--- config.mk ---
export PLATFORM = sky130hd
export DESIGN_NAME = bdd_regs
export DESIGN_NICKNAME = d
export VERILOG_FILES = /design/src/hw/bdd_pkg.sv /design/src/hw/bdd_tbl_if.sv /design/src/hw/bdd_init_seq.sv /design/src/hw/bdd_regs.sv /design/src/hw/bdd_tables.sv
export SDC_FILE = /design/constraint.sdc
export NUM_CORES = 1
export LEC_CHECK = 0
export ABC_AREA = 1
export BUFFER_PORTS_ARGS = -buffer_cell sky130_fd_sc_hd__buf_2
export CELL_PAD_IN_SITES_DETAIL_PLACEMENT = 0
export CELL_PAD_IN_SITES_GLOBAL_PLACEMENT = 1
export CORE_MARGIN = 2
export CORE_UTILIZATION = 41
export DETAILED_ROUTE_END_ITERATION = 16
export GPL_TIMING_DRIVEN = 1
export PLACE_DENSITY_LB_ADDON = 0.1
export SETUP_SLACK_MARGIN = 0.15
export SKIP_LAST_GASP = 1
export SLEW_MARGIN = 0
export SYNTH_ARGS = -nofsm -noshare
export SYNTH_HDL_FRONTEND = slang
export SYNTH_HIERARCHICAL = 1
export SYNTH_SLANG_ARGS = --single-unit
export TNS_END_PERCENT = 20
--- constraint.sdc ---
create_clock -name CLOCK -period 2.6 [get_ports CLOCK]
set_input_delay 0.13 -clock CLOCK [delete_from_list [all_inputs] [get_ports CLOCK]]
set_output_delay 0.13 -clock CLOCK [all_outputs]
set_load 0.01 [all_outputs]
--- src/hw/bdd_pkg.sv ---
// constants and types shared by the buffer drop / discard table block
package bdd_pkg;

    // ------------------------------------------------------------------
    // bus and data widths
    // ------------------------------------------------------------------
    localparam int ADDR_W  = 16;
    localparam int DATA_W  = 32;
    localparam int IDX_W   = 4;
    localparam int PROB_W  = 10;
    localparam int USAGE_W = 8;
    localparam int TBL_DEPTH = 16;

    // ------------------------------------------------------------------
    // register indices; byte address is four times the index
    // ------------------------------------------------------------------
    localparam logic [ADDR_W-1:0] IDX_DROP_CNT   = 16'h1c07;
    localparam logic [ADDR_W-1:0] IDX_READY_STS  = 16'h1c08;
    localparam logic [ADDR_W-1:0] IDX_TBL_CMD    = 16'h1c09;
    localparam logic [ADDR_W-1:0] IDX_TBL_WDATA  = 16'h1c0a;
    localparam logic [ADDR_W-1:0] IDX_TBL_RDATA  = 16'h1c0b;
    localparam logic [ADDR_W-1:0] IDX_IRQ_STATUS = 16'h1c20;
    localparam logic [ADDR_W-1:0] IDX_IRQ_MASK   = 16'h1c21;

    localparam logic [ADDR_W-1:0] ADR_DROP_CNT   = IDX_DROP_CNT   << 2;
    localparam logic [ADDR_W-1:0] ADR_READY_STS  = IDX_READY_STS  << 2;
    localparam logic [ADDR_W-1:0] ADR_TBL_CMD    = IDX_TBL_CMD    << 2;
    localparam logic [ADDR_W-1:0] ADR_TBL_WDATA  = IDX_TBL_WDATA  << 2;
    localparam logic [ADDR_W-1:0] ADR_TBL_RDATA  = IDX_TBL_RDATA  << 2;
    localparam logic [ADDR_W-1:0] ADR_IRQ_STATUS = IDX_IRQ_STATUS << 2;
    localparam logic [ADDR_W-1:0] ADR_IRQ_MASK   = IDX_IRQ_MASK   << 2;

    // ------------------------------------------------------------------
    // field positions and reset values
    // ------------------------------------------------------------------
    localparam int CMD_DIR_BIT = 4;
    localparam int CMD_IDX_LSB = 0;
    localparam int CMD_W       = 5;
    localparam int READY_BIT   = 0;
    localparam logic [CMD_W-1:0]  CMD_RST   = 5'h00;
    localparam logic [PROB_W-1:0] PROB_RST  = 10'h000;
    localparam logic [DATA_W-1:0] CNT_RST   = 32'h0000_0000;
    localparam logic [DATA_W-1:0] CNT_MAX   = 32'hffff_ffff;
    localparam logic [DATA_W-1:0] CNT_ONE   = 32'h0000_0001;
    localparam logic [DATA_W-1:0] DATA_ZERO = 32'h0000_0000;

    // interrupt status / mask bits
    localparam int IRQ_W     = 3;
    localparam int IRQ_READY = 0;
    localparam int IRQ_SAT   = 1;
    localparam int IRQ_CMD   = 2;
    localparam logic [IRQ_W-1:0] IRQ_RST = 3'h0;

    // table initialisation length after a fabric reset
    localparam int INIT_ENTRIES = 512;

    // ------------------------------------------------------------------
    // types
    // ------------------------------------------------------------------
    typedef enum logic [1:0] {
        BDD_INIT_RUN  = 2'b00,
        BDD_INIT_DONE = 2'b01
    } bdd_init_e;

endpackage : bdd_pkg

--- src/hw/bdd_tbl_if.sv ---
// link between the register block and the discard probability table
`timescale 1ns/1ps
`default_nettype none
interface bdd_tbl_if;
    import bdd_pkg::*;

    logic                 wr_en;
    logic [IDX_W-1:0]     idx;
    logic [PROB_W-1:0]    wr_data;
    logic [PROB_W-1:0]    rd_data;
    logic [USAGE_W-1:0]   usage;
    logic [PROB_W-1:0]    prob;

    modport ctl (
        output wr_en,
        output idx,
        output wr_data,
        output usage,
        input  rd_data,
        input  prob
    );
    modport tbl (
        input  wr_en,
        input  idx,
        input  wr_data,
        input  usage,
        output rd_data,
        output prob
    );
endinterface : bdd_tbl_if
`default_nettype wire

--- src/hw/bdd_init_seq.sv ---
// table initialisation sequencer run after every fabric reset
`timescale 1ns/1ps
`default_nettype none
module bdd_init_seq
    import bdd_pkg::*;
#(
    parameter int ENTRIES = INIT_ENTRIES
)(
    input  wire logic clk,
    input  wire logic rst_b,
    input  wire logic fabric_rst,
    output var  logic ready
);

    localparam int CW = $clog2(ENTRIES + 1);
    localparam logic [CW-1:0] LAST = CW'(ENTRIES - 1);

    bdd_init_e     state_ff;
    bdd_init_e     nxt_state;
    logic [CW-1:0] cnt_ff;
    logic [CW-1:0] nxt_cnt;

    // ------------------------------------------------------------------
    // count through ENTRIES entries without touching the table, then flag ready
    // ------------------------------------------------------------------
    always_comb begin
        nxt_state = state_ff;
        nxt_cnt   = cnt_ff;
        case (state_ff)
            BDD_INIT_RUN: begin
                if (cnt_ff == LAST) begin
                    nxt_state = BDD_INIT_DONE;
                end else begin
                    nxt_cnt = cnt_ff + CW'(1);
                end
            end
            BDD_INIT_DONE: begin
                nxt_state = BDD_INIT_DONE;
            end
            default: begin
                nxt_state = BDD_INIT_RUN;
            end
        endcase
        if (fabric_rst) begin
            nxt_state = BDD_INIT_RUN;
            nxt_cnt   = '0;
        end
    end

    always_ff @(posedge clk) begin
        if (!rst_b) begin
            state_ff <= BDD_INIT_RUN;
            cnt_ff   <= '0;
        end else begin
            state_ff <= nxt_state;
            cnt_ff   <= nxt_cnt;
        end
    end

    assign ready = (state_ff == BDD_INIT_DONE);

endmodule : bdd_init_seq
`default_nettype wire

--- src/hw/bdd_regs.sv ---
// register bank: port 2 drop counter, table ready flag, discard table
`timescale 1ns/1ps
`default_nettype none
module bdd_regs
    import bdd_pkg::*;
#(
    parameter int INIT_LEN = INIT_ENTRIES
)(
    input  wire logic               CLOCK,
    input  wire logic               RST_B,
    input  wire logic               FABRIC_RST,
    input  wire logic [ADDR_W-1:0]  ADDRESS,
    input  wire logic               READ,
    input  wire logic               WRITE,
    input  wire logic [DATA_W-1:0]  WRITEDATA,
    input  wire logic [3:0]         BYTEENABLE,
    output var  logic [DATA_W-1:0]  READDATA,
    output var  logic               WAITREQUEST,
    output var  logic               IRQ,
    input  wire logic               DROP_NO_SPACE,
    input  wire logic               DROP_RED,
    input  wire logic               DROP_YELLOW,
    input  wire logic [USAGE_W-1:0] BUF_USAGE,
    output var  logic [PROB_W-1:0]  DROP_PROB,
    output var  logic               TABLES_READY
);

    // ------------------------------------------------------------------
    // sub-blocks
    // ------------------------------------------------------------------
    bdd_tbl_if tbl_if ();
    logic init_ready;

    bdd_tables u_tables (
        .clk   (CLOCK),
        .rst_b (RST_B),
        .tbl   (tbl_if.tbl)
    );

    bdd_init_seq #(
        .ENTRIES (INIT_LEN)
    ) u_init (
        .clk        (CLOCK),
        .rst_b      (RST_B),
        .fabric_rst (FABRIC_RST),
        .ready      (init_ready)
    );

    // ------------------------------------------------------------------
    // state
    // ------------------------------------------------------------------
    logic              wait_ff,     nxt_wait;
    logic [DATA_W-1:0] rdata_bus_ff, nxt_rdata_bus;
    logic [DATA_W-1:0] cnt_ff,      nxt_cnt;
    logic [CMD_W-1:0]  cmd_ff,      nxt_cmd;
    logic [PROB_W-1:0] wdata_ff,    nxt_wdata;
    logic [PROB_W-1:0] tbl_rd_ff,   nxt_tbl_rd;
    logic [IRQ_W-1:0]  irq_sts_ff,  nxt_irq_sts;
    logic [IRQ_W-1:0]  irq_msk_ff,  nxt_irq_msk;
    logic              irq_ff,      nxt_irq;
    logic              ready_q_ff,  nxt_ready_q;
    logic [PROB_W-1:0] prob_ff,     nxt_prob;

    // ------------------------------------------------------------------
    // bus handshake: request latched on first edge, answered on second
    // ------------------------------------------------------------------
    logic              req;
    logic              latch;
    logic              wr_acc;
    logic [DATA_W-1:0] be_mask;
    logic              sel_cnt;
    logic              sel_rdy;
    logic              sel_cmd;
    logic              sel_wd;
    logic              sel_rd;
    logic              sel_ist;
    logic              sel_imk;
    logic [DATA_W-1:0] rd_mux;

    assign req    = READ | WRITE;
    assign latch  = req & wait_ff;
    assign wr_acc = WRITE & ~wait_ff;

    assign sel_cnt = (ADDRESS == ADR_DROP_CNT);
    assign sel_rdy = (ADDRESS == ADR_READY_STS);
    assign sel_cmd = (ADDRESS == ADR_TBL_CMD);
    assign sel_wd  = (ADDRESS == ADR_TBL_WDATA);
    assign sel_rd  = (ADDRESS == ADR_TBL_RDATA);
    assign sel_ist = (ADDRESS == ADR_IRQ_STATUS);
    assign sel_imk = (ADDRESS == ADR_IRQ_MASK);

    genvar gb;
    generate
        for (gb = 0; gb < 4; gb++) begin : g_be
            assign be_mask[gb*8 +: 8] = {8{BYTEENABLE[gb]}};
        end
    endgenerate

    always_comb begin
        rd_mux = DATA_ZERO;
        if (sel_cnt) begin
            rd_mux = cnt_ff;
        end else if (sel_rdy) begin
            rd_mux[READY_BIT] = init_ready;
        end else if (sel_cmd) begin
            rd_mux[CMD_W-1:0] = cmd_ff;
        end else if (sel_wd) begin
            rd_mux[PROB_W-1:0] = wdata_ff;
        end else if (sel_rd) begin
            rd_mux[PROB_W-1:0] = tbl_rd_ff;
        end else if (sel_ist) begin
            rd_mux[IRQ_W-1:0] = irq_sts_ff;
        end else if (sel_imk) begin
            rd_mux[IRQ_W-1:0] = irq_msk_ff;
        end
    end

    always_comb begin
        nxt_wait      = ~latch;
        nxt_rdata_bus = rdata_bus_ff;
        if (latch && READ) begin
            nxt_rdata_bus = rd_mux;
        end
    end

    // ------------------------------------------------------------------
    // port 2 drop counter
    // ------------------------------------------------------------------
    logic drop_evt;
    logic cnt_clr;
    logic sat_evt;

    assign drop_evt = DROP_NO_SPACE | DROP_RED | DROP_YELLOW;
    assign cnt_clr  = (latch & READ & sel_cnt) | FABRIC_RST;

    always_comb begin
        nxt_cnt = cnt_ff;
        sat_evt = 1'b0;
        if (cnt_clr) begin
            nxt_cnt = drop_evt ? CNT_ONE : CNT_RST;
        end else if (drop_evt && cnt_ff != CNT_MAX) begin
            nxt_cnt = cnt_ff + CNT_ONE;
            sat_evt = (cnt_ff == CNT_MAX - CNT_ONE);
        end
    end

    // ------------------------------------------------------------------
    // discard table command, write data and read data
    // ------------------------------------------------------------------
    logic              cmd_go;
    logic [CMD_W-1:0]  cmd_new;
    logic [DATA_W-1:0] wd_merge;

    assign cmd_go   = wr_acc & sel_cmd & BYTEENABLE[0];
    assign cmd_new  = WRITEDATA[CMD_W-1:0];
    assign wd_merge = ({{(DATA_W-PROB_W){1'b0}}, wdata_ff} & ~be_mask)
                    | (WRITEDATA & be_mask);

    always_comb begin
        nxt_cmd    = cmd_ff;
        nxt_wdata  = wdata_ff;
        nxt_tbl_rd = tbl_rd_ff;
        if (cmd_go) begin
            nxt_cmd = cmd_new;
            if (cmd_new[CMD_DIR_BIT]) begin
                nxt_tbl_rd = tbl_if.rd_data;
            end
        end
        if (wr_acc && sel_wd) begin
            nxt_wdata = wd_merge[PROB_W-1:0];
        end
        if (FABRIC_RST) begin
            nxt_cmd = CMD_RST;
        end
    end

    assign tbl_if.wr_en   = cmd_go & ~cmd_new[CMD_DIR_BIT];
    assign tbl_if.idx     = cmd_new[CMD_IDX_LSB +: IDX_W];
    assign tbl_if.wr_data = wdata_ff;
    assign tbl_if.usage   = BUF_USAGE;

    // ------------------------------------------------------------------
    // applied yellow drop probability for current usage
    // ------------------------------------------------------------------
    always_comb begin
        nxt_prob = tbl_if.prob;
    end

    // ------------------------------------------------------------------
    // interrupts: sticky, write one to clear, set beats clear
    // ------------------------------------------------------------------
    logic [IRQ_W-1:0] irq_evt;
    logic [IRQ_W-1:0] irq_w1c;

    assign irq_evt[IRQ_READY] = init_ready & ~ready_q_ff;
    assign irq_evt[IRQ_SAT]   = sat_evt;
    assign irq_evt[IRQ_CMD]   = cmd_go;
    assign irq_w1c = (wr_acc && sel_ist && BYTEENABLE[0])
                   ? WRITEDATA[IRQ_W-1:0] : IRQ_RST;

    always_comb begin
        nxt_ready_q = init_ready;
        nxt_irq_sts = (irq_sts_ff & ~irq_w1c) | irq_evt;
        nxt_irq_msk = irq_msk_ff;
        if (wr_acc && sel_imk && BYTEENABLE[0]) begin
            nxt_irq_msk = WRITEDATA[IRQ_W-1:0];
        end
        nxt_irq = |(irq_sts_ff & irq_msk_ff);
    end

    // ------------------------------------------------------------------
    // registers
    // ------------------------------------------------------------------
    always_ff @(posedge CLOCK) begin
        if (!RST_B) begin
            wait_ff      <= 1'b1;
            rdata_bus_ff <= DATA_ZERO;
            cnt_ff       <= CNT_RST;
            cmd_ff       <= CMD_RST;
            wdata_ff     <= PROB_RST;
            tbl_rd_ff    <= PROB_RST;
            irq_sts_ff   <= IRQ_RST;
            irq_msk_ff   <= IRQ_RST;
            irq_ff       <= 1'b0;
            ready_q_ff   <= 1'b0;
            prob_ff      <= PROB_RST;
        end else begin
            wait_ff      <= nxt_wait;
            rdata_bus_ff <= nxt_rdata_bus;
            cnt_ff       <= nxt_cnt;
            cmd_ff       <= nxt_cmd;
            wdata_ff     <= nxt_wdata;
            tbl_rd_ff    <= nxt_tbl_rd;
            irq_sts_ff   <= nxt_irq_sts;
            irq_msk_ff   <= nxt_irq_msk;
            irq_ff       <= nxt_irq;
            ready_q_ff   <= nxt_ready_q;
            prob_ff      <= nxt_prob;
        end
    end

    assign READDATA     = rdata_bus_ff;
    assign WAITREQUEST  = wait_ff;
    assign IRQ          = irq_ff;
    assign DROP_PROB    = prob_ff;
    assign TABLES_READY = ready_q_ff;

endmodule : bdd_regs
`default_nettype wire

--- src/hw/bdd_tables.sv ---
// sixteen-entry random discard probability table with usage lookup
`timescale 1ns/1ps
`default_nettype none
module bdd_tables
    import bdd_pkg::*;
(
    input  wire logic clk,
    input  wire logic rst_b,
    bdd_tbl_if.tbl    tbl
);

    // ------------------------------------------------------------------
    // storage, one register per entry
    // ------------------------------------------------------------------
    logic [PROB_W-1:0] entry_ff  [TBL_DEPTH];
    logic [PROB_W-1:0] nxt_entry [TBL_DEPTH];

    genvar gi;
    generate
        for (gi = 0; gi < TBL_DEPTH; gi++) begin : g_entry
            always_comb begin
                nxt_entry[gi] = entry_ff[gi];
                if (tbl.wr_en && tbl.idx == IDX_W'(gi)) begin
                    nxt_entry[gi] = tbl.wr_data;
                end
            end
            always_ff @(posedge clk) begin
                if (!rst_b) begin
                    entry_ff[gi] <= PROB_RST;
                end else begin
                    entry_ff[gi] <= nxt_entry[gi];
                end
            end
        end
    endgenerate

    // ------------------------------------------------------------------
    // usage to index: finer steps at low usage
    // ------------------------------------------------------------------
    function automatic logic [IDX_W-1:0] usage_idx(
        input logic [USAGE_W-1:0] u
    );
        logic [IDX_W-1:0] r;
        if (u[7:6] == 2'b00) begin
            r = {1'b0, u[5:3]};
        end else if (u[7] == 1'b0) begin
            r = {2'b10, u[5:4]};
        end else begin
            r = {2'b11, u[6:5]};
        end
        return r;
    endfunction : usage_idx

    assign tbl.rd_data = entry_ff[tbl.idx];
    assign tbl.prob    = entry_ff[usage_idx(tbl.usage)];

endmodule : bdd_tables
`default_nettype wire

==> results of run 1 <==
[cells in the mapped netlist, drive strengths merged, types with 2 or more instances]
master,number
nand4,115
o21bai,2
clkinv,3
and3,2
o22ai,85
dfxtp,119
nand3,214
nor2,290
o211ai,3
nand2,324
clkbuf,71
xor2,3
o21a,3
o21ai,103
a21boi,2
a22oi,4
a21oi,84
xnor2,2
inv,306
buf,33
ha,3
edfxtp,160
nor3,17
nand3b,5
[power breakdown]
part / total [mW] / switching [mW] / internal (mW)
Sequential: 4.80 / 0.0359 / 4.76
Clock: 4.88 / 1.87 / 3.00
Combinational: 1.07 / 0.742 / 0.328
Total: 10.7 / 2.65 / 8.09
[cells by family (layout without fill, tap and decap cells)]
kind of cell / Yosys count / in the layout / share of synthesized area [%]
fa+ha+maj: 3 / 3 / 0.252
flops: 279 / 279 / 48.3
compound gates: 288 / 288 / 10.7
xor+xnor: 5 / 5 / 0.345
buf+inv: 413 / 524 / 10.9
simple gates: 969 / 969 / 29.5
[how the worst max path moves through the flow]
| stage | from | to | depth (start not counted) |
|---|---|---|---|
| final | WAITREQUEST | u_tables/entry_ff[8][7] | 10 |
| after global routing | WAITREQUEST | cnt_ff[3] | 10 |
| after CTS | WAITREQUEST | READDATA[3] | 6 |
| after detailed placement | ADDRESS[0] | u_tables/entry_ff[9][4] | 13 |
| after global placement | ADDRESS[0] | u_tables/entry_ff[9][3] | 13 |
| after floorplan | ADDRESS[7] | u_tables/entry_ff[10][0] | 11 |
[metrics by stage]
| step | util, % | instances | cell area (um2) | hold slack (ns) |
|---|---|---|---|---|
| after floorplan | - | 1957 | 14900 | 0.246 |
| after global placement | 44.9 | 2455 | 16000 | 0.345 |
| after detailed placement | 44.9 | 2455 | 16000 | 0.357 |
| after CTS | 48.4 | 2529 | 17300 | 0.0282 |
| after global routing | 48.5 | 2529 | 17300 | 0.0480 |
| final | 48.5 | 2529 | 17300 | 0.0416 |
[critical path, cell delays in order (launching register included)]
cell	delay, ns
dfxtp_1	0.33
nor2_1	0.22
nand2_1	0.16
nor2_4	0.14
inv_1	0.08
nor2_1	0.13
inv_1	0.14
nor2_2	0.19
buf_4	0.18
nand2_1	0.06
nand2_1	0.32
[cell type report]
class                   instances  area [um2]  share of cell area, %
clock inverters                 9         123                  0.710
repair buffers                155        1120                   6.50
well taps                     461         577                   3.34
inverters                     309        1160                   6.73
multi-input cells            1265        6090                   35.2
clock buffers                  51        1020                   5.89
flip-flops and latches        279        7190                   41.6
[what timing repair did]
item / 4_1_cts / 5_1_grt
hold buffers: 14 / 0
endpoints found under the setup margin: 0 / 28
endpoints found under the hold margin: 14 / 0
gates resized for setup: 0 / 2
[registers in the layout (all words and copies together) (netlist names), named ones only]
signal,flops
u_tables/entry_ff,160
cnt_ff,32
tbl_rd_ff,10
READDATA,32
irq_sts_ff,3
cmd_ff,5
IRQ,1
WAITREQUEST,1
u_init/state_ff,1
irq_msk_ff,3
TABLES_READY,1
DROP_PROB,10
u_init/cnt_ff,10
[metal layers]
metal  global-route usage, %  wire, um  up-vias
li1                        -         -     6719
met1                    37.3     22600     6610
met2                    41.5     22600      559
met3                    4.70      3960       96
met4                    7.86      1440        0
met5                       0         0        -
==> flow_metrics.py, run 1 <==
metrics = {
    "worst_hold_path": {
        "min-delay-path-class": "in -> reg",
        "hold_path_startpoint": "FABRIC_RST",
        "min_delay_path_depth": 4,
        "worst_hold_path.endpoint": "u_init/cnt_ff[4]",
    },
    "grt": {
        "first_global_vias": 13200,
        "grt_util_all_layers_pct": 26.4,
        "global_route_wire_length_before_repair_mm": 77.4,
        "globalRouteOverflowTotal": 0,
        "antenna_found_initial": 0,
        "grt_max_degree": 81,
    },
    "clocking": {
        "maximum_number_of_buffers_from_clock_root_to_sink": 3,
        "clock-sinks": 279,
        "cts-buffers-inserted": 35,
        "cts.clk_slew.worst_paths_ns": 0.06,
        "clk-insertion-delay-late_ns": 0.52,
        "tritoncts": "built",
        "cts_setup_buffers": 0,
        "root_buffer": "clkbuf_16",
        "h_tree_lvl_count": 2,
    },
    "synth": {
        "yosys_warnings": 6,
        "synth-edff-count": 160,
        "synthesis.instances": 1957,
        "async_reset_ff_share_pct": 0,
        "mappedNetlistArea_mm2": 0.0149,
        "synth_top_flop_cell": "edfxtp_1",
        "average_cell_area_after_synthesis_um2": 7.61,
        "fraction_of_the_yosys_area_taken_by_sequential_cells_pct": 48.3,
        "synth.distinct_cells": 45,
        "ys_top_cells_by_area": "edfxtp_1, dfxtp_1, nand2_1, inv_1, nor2_1",
        "post-synth-top-area-fraction_pct": 32.3,
        "synthesis.nets": 2028,
        "postSynthRegisterBits": 279,
        "yosys.area.top_type": "edfxtp_1",
    },
    "timing": {
        "rsz0062_at_grt": "true",
        "timing.final.ws_setup_ns": 0.307,
        "timing.final.crit_period_ns": 2.29,
        "totalNegativeSetupSlack_ns": 0,
        "setup_viol_count_final": 0,
        "timing.slew.headroom_pct": 38.8,
        "number_of_pins_with_negative_max_slew_slack_in_the_final_report": 0,
        "worst-slew-pin-transition_ns": 0.917,
        "final-hold-violation-count": 0,
        "timing.fmax_mhz": 436,
        "min_period_over_period_pct": 88.2,
        "worst_clock_skew_ns": 0.0192,
    },
    "critical_path": {
        "worstSetupEndpointType": "register",
        "critical_path_type": "reg -> reg",
        "critical_path.max_fanout": 10,
        "worst-r2r-cell-count": 10,
        "worst-endpoint-required_ns": 2.78,
        "minimum_setup_slack_among_reg_to_reg_paths_ns": 0.31,
        "crit_path_start_kind": "register",
        "crit-reg2reg-launch": "WAITREQUEST",
        "worstReg2RegEnd": "u_tables/entry_ff[8][7]",
        "critical_path_arrival_ns": 2.47,
    },
    "die": {
        "initial_core_util_pct": 41.8,
        "fp.dieW_um": 195,
        "io_pins": 113,
        "design.core.area_mm2": 0.0357,
        "overall_die_height_um": 195,
        "dieArea_mm2": 0.0379,
        "std_cell_rows": 69,
    },
    "place": {
        "final_weighted_congestion_in_routability_driven_placement": 0.914,
        "preCtsSetupSlack_ns": 0.189,
        "portBuffers": 85,
        "dp_hpwl_mm": 33.6,
    },
    "power": {
        "power.total_mw": 10.7,
        "p_leak_nw": 6.86,
        "power.density_mw_per_mm2": 622,
        "power.ir.vdd_worst_uv": 554,
    },
    "finish": {
        "nFillCells": 3627,
        "mostFrequentLayoutCell": "nand2_1",
        "finish.net_count": 2116,
        "antenna_cells_inserted": 0,
        "most-common-layout-cells": "nand2_1, inv_1, nor2_1",
        "flow.area_growth_from_synthesis_pct": 16.0,
        "share_of_layout_cells_above_drive_strength_1_pct": 11.7,
    },
    "routing": {
        "vias": 14000,
        "routed_wl_mm": 50.6,
        "detail_route.vias_per_cell": 5.53,
        "drt_pre_antenna_iters": 7,
        "drt-initial-drc-count": 1394,
        "wl_per_cell_um": 20.0,
        "postRouteAntennaNets": 0,
        "route.detailed.drc": 0,
    },
    "run": {
        "max_cap_violations": 0,
    },
    "status": {
        "run_status": "completed",
    },
}
Power figures use the tool's default switching activity.
==> run 2, diff against run 1 <==
Settings changed: CORE_ASPECT_RATIO from default to 0.75, SYNTH_HIERARCHICAL 1 to default.
==> run 2 against run 1 <==
Effect of this change:
- first-iteration DRC count increased by 2.8%
- synthesized area shrank 4.8%
- global-route usage shrank 0.30 points
- fmax decreased by 0.22%
- combinational power down 15%
- non-clock buffer count grew 30
- final cell count down 6.1%
- via count shrank 8.2%
- clock skew down 0.0051 ns
- synthesized cell count down 9.2%
- largest cell class unchanged
==> flow_metrics.py, run 2 <==
metrics = {
    "status": {
        "run_status": "completed",
    },
    "synth": {
        "average_cell_area_after_synthesis_um2": 7.98,
        "ys_top_cells_by_area": "edfxtp_1, dfxtp_1, nand2_1, nor2_1, o21ai_0",
        "synthesis.instances": 1777,
        "synth.distinct_cells": 43,
        "mappedNetlistArea_mm2": 0.0142,
        "async_reset_ff_share_pct": 0,
        "fraction_of_the_yosys_area_taken_by_sequential_cells_pct": 50.7,
        "post-synth-top-area-fraction_pct": 33.9,
        "postSynthRegisterBits": 279,
        "yosys.cell_count.top_type": "nand2_1",
        "synth_top_flop_cell": "edfxtp_1",
        "yosys_warnings": 0,
        "synthTopCellsByCount": "nand2_1, nor2_1, edfxtp_1",
        "synth-edff-count": 160,
        "synthesis.nets": 1848,
        "yosys.area.top_type": "edfxtp_1",
    },
    "clocking": {
        "clock-sinks": 279,
        "root_buffer": "clkbuf_16",
        "cts.clk_slew.worst_paths_ns": 0.06,
        "tritoncts": "built",
        "cts_setup_buffers": 0,
        "cts-buffers-inserted": 30,
        "maximum_number_of_buffers_from_clock_root_to_sink": 3,
        "h_tree_lvl_count": 1,
        "clk-insertion-delay-late_ns": 0.58,
    },
    "grt": {
        "first_global_vias": 11800,
        "grt_util_all_layers_pct": 26.1,
        "antenna_found_initial": 1,
        "globalRouteOverflowTotal": 0,
        "grt_max_degree": 80,
        "global_route_wire_length_before_repair_mm": 71.1,
    },
    "die": {
        "io_pins": 113,
        "std_cell_rows": 58,
        "fp.dieW_um": 219,
        "overall_die_height_um": 165,
        "dieArea_mm2": 0.0361,
        "design.core.area_mm2": 0.0338,
        "initial_core_util_pct": 41.9,
    },
    "finish": {
        "top_register": "u_tables.entry_ff",
        "layout.cell_area.non_filler_mm2": 0.0166,
        "finish.net_count": 1972,
        "layout.cells.non_filler": 2375,
        "flow.area_growth_from_synthesis_pct": 17.3,
        "share_of_layout_cells_above_drive_strength_1_pct": 13.3,
        "mostFrequentLayoutCell": "nand2_1",
        "nFillCells": 3375,
        "finish.utilization_pct": 49.2,
        "most-common-layout-cells": "nand2_1, nor2_1, edfxtp_1",
        "largest_register_ffs": 160,
    },
    "place": {
        "portBuffers": 85,
        "detailed_place.area_mm2": 0.0155,
        "place.detailed.instances": 2303,
        "dp_hpwl_mm": 33.4,
        "final_weighted_congestion_in_routability_driven_placement": 0.912,
    },
    "timing": {
        "totalNegativeSetupSlack_ns": 0,
        "final-hold-violation-count": 0,
        "worst_clock_skew_ns": 0.0141,
        "number_of_pins_with_negative_max_slew_slack_in_the_final_report": 0,
        "timing.fmax_mhz": 435,
        "timing.final.crit_period_ns": 2.30,
        "min_period_over_period_pct": 88.4,
        "worst-slew-pin-transition_ns": 0.936,
        "setup_viol_count_final": 0,
        "timing.slew.headroom_pct": 37.6,
        "rsz0062_at_grt": "true",
    },
    "power": {
        "power.ir.vdd_worst_uv": 389,
        "power.density_mw_per_mm2": 602,
        "p_leak_nw": 6.06,
    },
    "critical_path": {
        "critical_path_type": "reg -> reg",
        "critical_path_arrival_ns": 2.78,
        "crit_path_start_kind": "register",
        "worstSetupEndpointType": "register",
        "critical_path.max_fanout": 15,
        "worst-endpoint-required_ns": 3.09,
    },
    "worst_hold_path": {
        "min-delay-path-class": "in -> reg",
    },
    "routing": {
        "detail_route.vias_per_cell": 5.41,
        "drt-initial-drc-count": 1433,
        "vias": 12800,
        "wl_per_cell_um": 19.8,
        "route.detailed.drc": 0,
        "drt_pre_antenna_iters": 6,
        "routed_wl_mm": 47.0,
        "postRouteAntennaNets": 0,
    },
    "run": {
        "max_cap_violations": 0,
    },
}
run 2: worst paths after layout:
kind | slack (ns) | cells after the start | start | end
setup / recovery | 0.30 | 12 | cnt_ff[0] | cnt_ff[27]
hold / removal | 0.02 | 5 | FABRIC_RST | u_init.cnt_ff[2]
setup reg to reg | 0.30 | 12 | cnt_ff[0] | cnt_ff[27]
hold reg to reg | 0.45 | 2 | cmd_ff[2] | cmd_ff[2]
run 2: layer usage:
layer	vias to the layer above	GRT usage [%]	routed length, um
li1	6228	-	-
met1	6119	41.1	23300
met2	434	36.9	19000
met3	56	5.42	3890
met4	0	4.61	799
met5	-	0	0
run 2: layout make-up:
class,count,area (um2),area share (%)
multi-input cells,1225,5940,35.7
clock buffers,43,872,5.24
inverters,180,678,4.08
flip-flops and latches,279,7190,43.2
repair buffers,185,1280,7.69
well taps,450,563,3.39
clock inverters,12,101,0.609
diodes,1,2.50,0.0150
run 2: logic make-up (layout without fill, tap and decap cells):
group	Yosys count	count (layout)	synth area share (%)
AO/OA/AOI/OAI	393	393	15.8
XOR/XNOR	26	26	1.61
adder cells (fa/ha/maj)	3	3	0.265
buffers and inverters	273	420	7.55
flip-flops	279	279	50.7
other	0	1	0
AND/OR/NAND/NOR	803	803	24.1
run 2: metrics by stage:
step	power (mW)	setup slack, ns	hold WS (ns)
2_1_floorplan	5.41	0.285	0.306
6_report	10.0	0.302	0.0243
5_1_grt	10.3	0.137	0.0267
3_3_place_gp	5.77	0.286	0.419
4_1_cts	10.1	0.232	0.00880
3_5_place_dp	5.78	0.254	0.428
run 2: report_power, final:
part	internal, mW	switching (mW)
Combinational	0.279	0.631
Sequential	4.76	0.0507
Clock	2.50	1.79
run 2: repair_timing:
item                                    in CTS  in global routing
endpoints found under the setup margin       0                 32
resized for setup                            0                  4
hold buffers                                16                  0
hold endpoints to repair                    21                  0
run 2: worst max-delay path, cell delays in order (launching register included):
cell	delay (ns)
dfxtp_2	0.41
ha_1	0.22
inv_1	0.10
nor2_2	0.17
nand2_1	0.16
nor2_2	0.17
nand2_1	0.06
nand2_1	0.14
inv_2	0.15
nor2_4	0.15
buf_4	0.24
nand2_1	0.07
a21oi_1	0.14
==> run 3, diff against run 2 <==
Settings changed: SYNTH_HIERARCHICAL from default to 1.
==> run 3 against run 2 <==
Effect of this change:
- final area rose by 3.5%
- register-to-register slack barely moved
- clock power rose by 1%
- via count rose by 10%
- largest power group unchanged
- sequential power barely moved
- non-clock buffer count fell by 19
- final cell count rose by 7.0%
- sequential cell count did not move
- combinational power rose by 19%
- clock skew fell by 0.0063 ns
- sequential share of layout area fell by 1.5 points
==> flow_metrics.py, run 3 (synthesis results as in run 1) <==
metrics = {
    "clocking": {
        "root_buffer": "clkbuf_16",
        "maximum_number_of_buffers_from_clock_root_to_sink": 3,
        "clock-sinks": 279,
        "h_tree_lvl_count": 1,
        "cts.clk_slew.worst_paths_ns": 0.06,
        "clk-insertion-delay-late_ns": 0.58,
        "cts-buffers-inserted": 31,
        "tritoncts": "built",
    },
    "place": {
        "dp_hpwl_mm": 34.9,
        "final_weighted_congestion_in_routability_driven_placement": 0.905,
        "place.detailed.instances": 2460,
        "portBuffers": 85,
        "detailed_place.area_mm2": 0.0160,
        "preCtsSetupSlack_ns": 0.178,
    },
    "critical_path": {
        "crit-reg2reg-launch": "WAITREQUEST",
        "critical_path_arrival_ns": 2.60,
        "worst-endpoint-required_ns": 2.89,
        "worstSetupEndpointType": "register",
        "worst-r2r-cell-count": 10,
        "critical_path.max_fanout": 5,
        "critical_path_type": "reg -> reg",
        "crit_path_start_kind": "register",
        "minimum_setup_slack_among_reg_to_reg_paths_ns": 0.29,
        "worstReg2RegEnd": "u_tables/entry_ff[14][6]",
    },
    "finish": {
        "share_of_layout_cells_above_drive_strength_1_pct": 11.7,
        "most-common-layout-cells": "nand2_1, inv_1, nor2_1",
        "finish.net_count": 2123,
        "layout.cell_area.non_filler_mm2": 0.0172,
        "antenna_cells_inserted": 0,
        "top_register": "u_tables/entry_ff",
        "mostFrequentLayoutCell": "nand2_1",
        "largest_register_ffs": 160,
        "nFillCells": 3606,
        "layout.cells.non_filler": 2542,
        "flow.area_growth_from_synthesis_pct": 15.6,
    },
    "timing": {
        "totalNegativeSetupSlack_ns": 0,
        "timing.slew.headroom_pct": 35.1,
        "min_period_over_period_pct": 88.9,
        "timing.fmax_mhz": 433,
        "worst_clock_skew_ns": 0.00776,
        "timing.final.ws_setup_ns": 0.289,
        "worst-slew-pin-transition_ns": 0.973,
        "final-hold-violation-count": 0,
        "setup_viol_count_final": 0,
        "rsz0062_at_grt": "true",
        "number_of_pins_with_negative_max_slew_slack_in_the_final_report": 0,
        "timing.final.crit_period_ns": 2.31,
    },
    "die": {
        "dieArea_mm2": 0.0379,
        "io_pins": 113,
        "fp.dieW_um": 224,
        "std_cell_rows": 60,
        "initial_core_util_pct": 41.6,
        "design.core.area_mm2": 0.0358,
        "overall_die_height_um": 169,
    },
    "routing": {
        "detail_route.vias_per_cell": 5.56,
        "postRouteAntennaNets": 0,
        "wl_per_cell_um": 20.5,
        "vias": 14100,
        "routed_wl_mm": 52.0,
        "drt-initial-drc-count": 1613,
        "route.detailed.drc": 0,
        "drt_pre_antenna_iters": 5,
    },
    "grt": {
        "antenna_found_initial": 0,
        "grt_max_degree": 81,
        "grt_util_all_layers_pct": 27.3,
        "first_global_vias": 13000,
        "globalRouteOverflowTotal": 0,
        "global_route_wire_length_before_repair_mm": 79.1,
    },
    "status": {
        "run_status": "completed",
    },
    "worst_hold_path": {
        "min-delay-path-class": "in -> reg",
        "worst_hold_path.endpoint": "irq_sts_ff[2]",
        "min_delay_path_depth": 5,
        "hold_path_startpoint": "BYTEENABLE[0]",
    },
    "run": {
        "max_cap_violations": 0,
    },
    "power": {
        "p_leak_nw": 6.85,
        "power.density_mw_per_mm2": 594,
        "power.total_mw": 10.2,
        "power.ir.vdd_worst_uv": 473,
    },
}
[run 3: changes by cell type in the layout (fill, tap and decap cells not counted), moves of 13 or more]
cell	before	now
o21ai_0	152	87
a22oi_1	46	4
o21ai_1	1	15
nand2_1	371	309
o211ai_1	42	3
nand4_1	18	115
nand3_1	98	207
a31oi_1	14	1
xor2_1	15	2
buf_4	79	48
o22ai_1	1	85
nor2_1	254	278
a21oi_1	126	84
inv_1	157	296
[run 3: metal layers]
layer / vias up / GRT usage, % / wire, um
li1: 6727 / - / -
met1: 6622 / 43.2 / 24500
met2: 714 / 37.8 / 20800
met3: 75 / 5.43 / 5710
met4: 0 / 5.88 / 1020
met5: - / 0 / 0
[run 3: critical path, stage by stage (launching register included)]
cell and delay (ns):
dfxtp_1 0.33, nor2_1 0.16, nand2_1 0.16, nor2_4 0.15
inv_1 0.07, nor2_1 0.14, inv_1 0.13, nor2_1 0.16
inv_1 0.15, o21ai_0 0.34, buf_4 0.23
[run 3: layout make-up]
| type | count | area (um2) | share of cell area (%) |
|---|---|---|---|
| clock inverter | 20 | 151 | 0.879 |
| multi-input combinational | 1265 | 6090 | 35.4 |
| timing repair buffer | 166 | 1210 | 7.00 |
| inverter | 309 | 1160 | 6.74 |
| sequential | 279 | 7190 | 41.7 |
| tap | 465 | 582 | 3.38 |
| clock buffer | 38 | 845 | 4.90 |
[run 3: worst max-delay path by stage]
stage | end | cells past startpoint | start | slack, ns
finish | u_tables/entry_ff[14][6] | 10 | WAITREQUEST | 0.29
global route | u_tables/entry_ff[8][7] | 10 | WAITREQUEST | 0.08
CTS | u_tables/entry_ff[4][0] | 10 | WAITREQUEST | 0.30
detailed placement | u_tables/entry_ff[4][4] | 13 | ADDRESS[7] | 0.18
global placement | u_tables/entry_ff[8][3] | 13 | ADDRESS[7] | 0.27
floorplan | u_tables/entry_ff[10][0] | 11 | ADDRESS[7] | 0.01
[run 3: power by group]
group | internal [mW] | switching (mW)
sequential | 4.76 | 0.0360
clock | 2.50 | 1.85
combinational | 0.325 | 0.758
total | 7.58 | 2.65
[run 3: through the flow]
step | utilization, % | hold WS (ns)
2_1_floorplan | - | 0.246
3_3_place_gp | 44.6 | 0.353
3_5_place_dp | 44.6 | 0.356
4_1_cts | 48.1 | 0.0610
5_1_grt | 48.1 | 0.141
6_report | 48.1 | 0.0839
[run 3: timing repair]
action | CTS | global route
setup buffers | 0 | 0
endpoints found under the setup margin | 0 | 49
hold buffers | 24 | 0
resized for setup | 0 | 1
endpoints found under the hold margin | 33 | 0
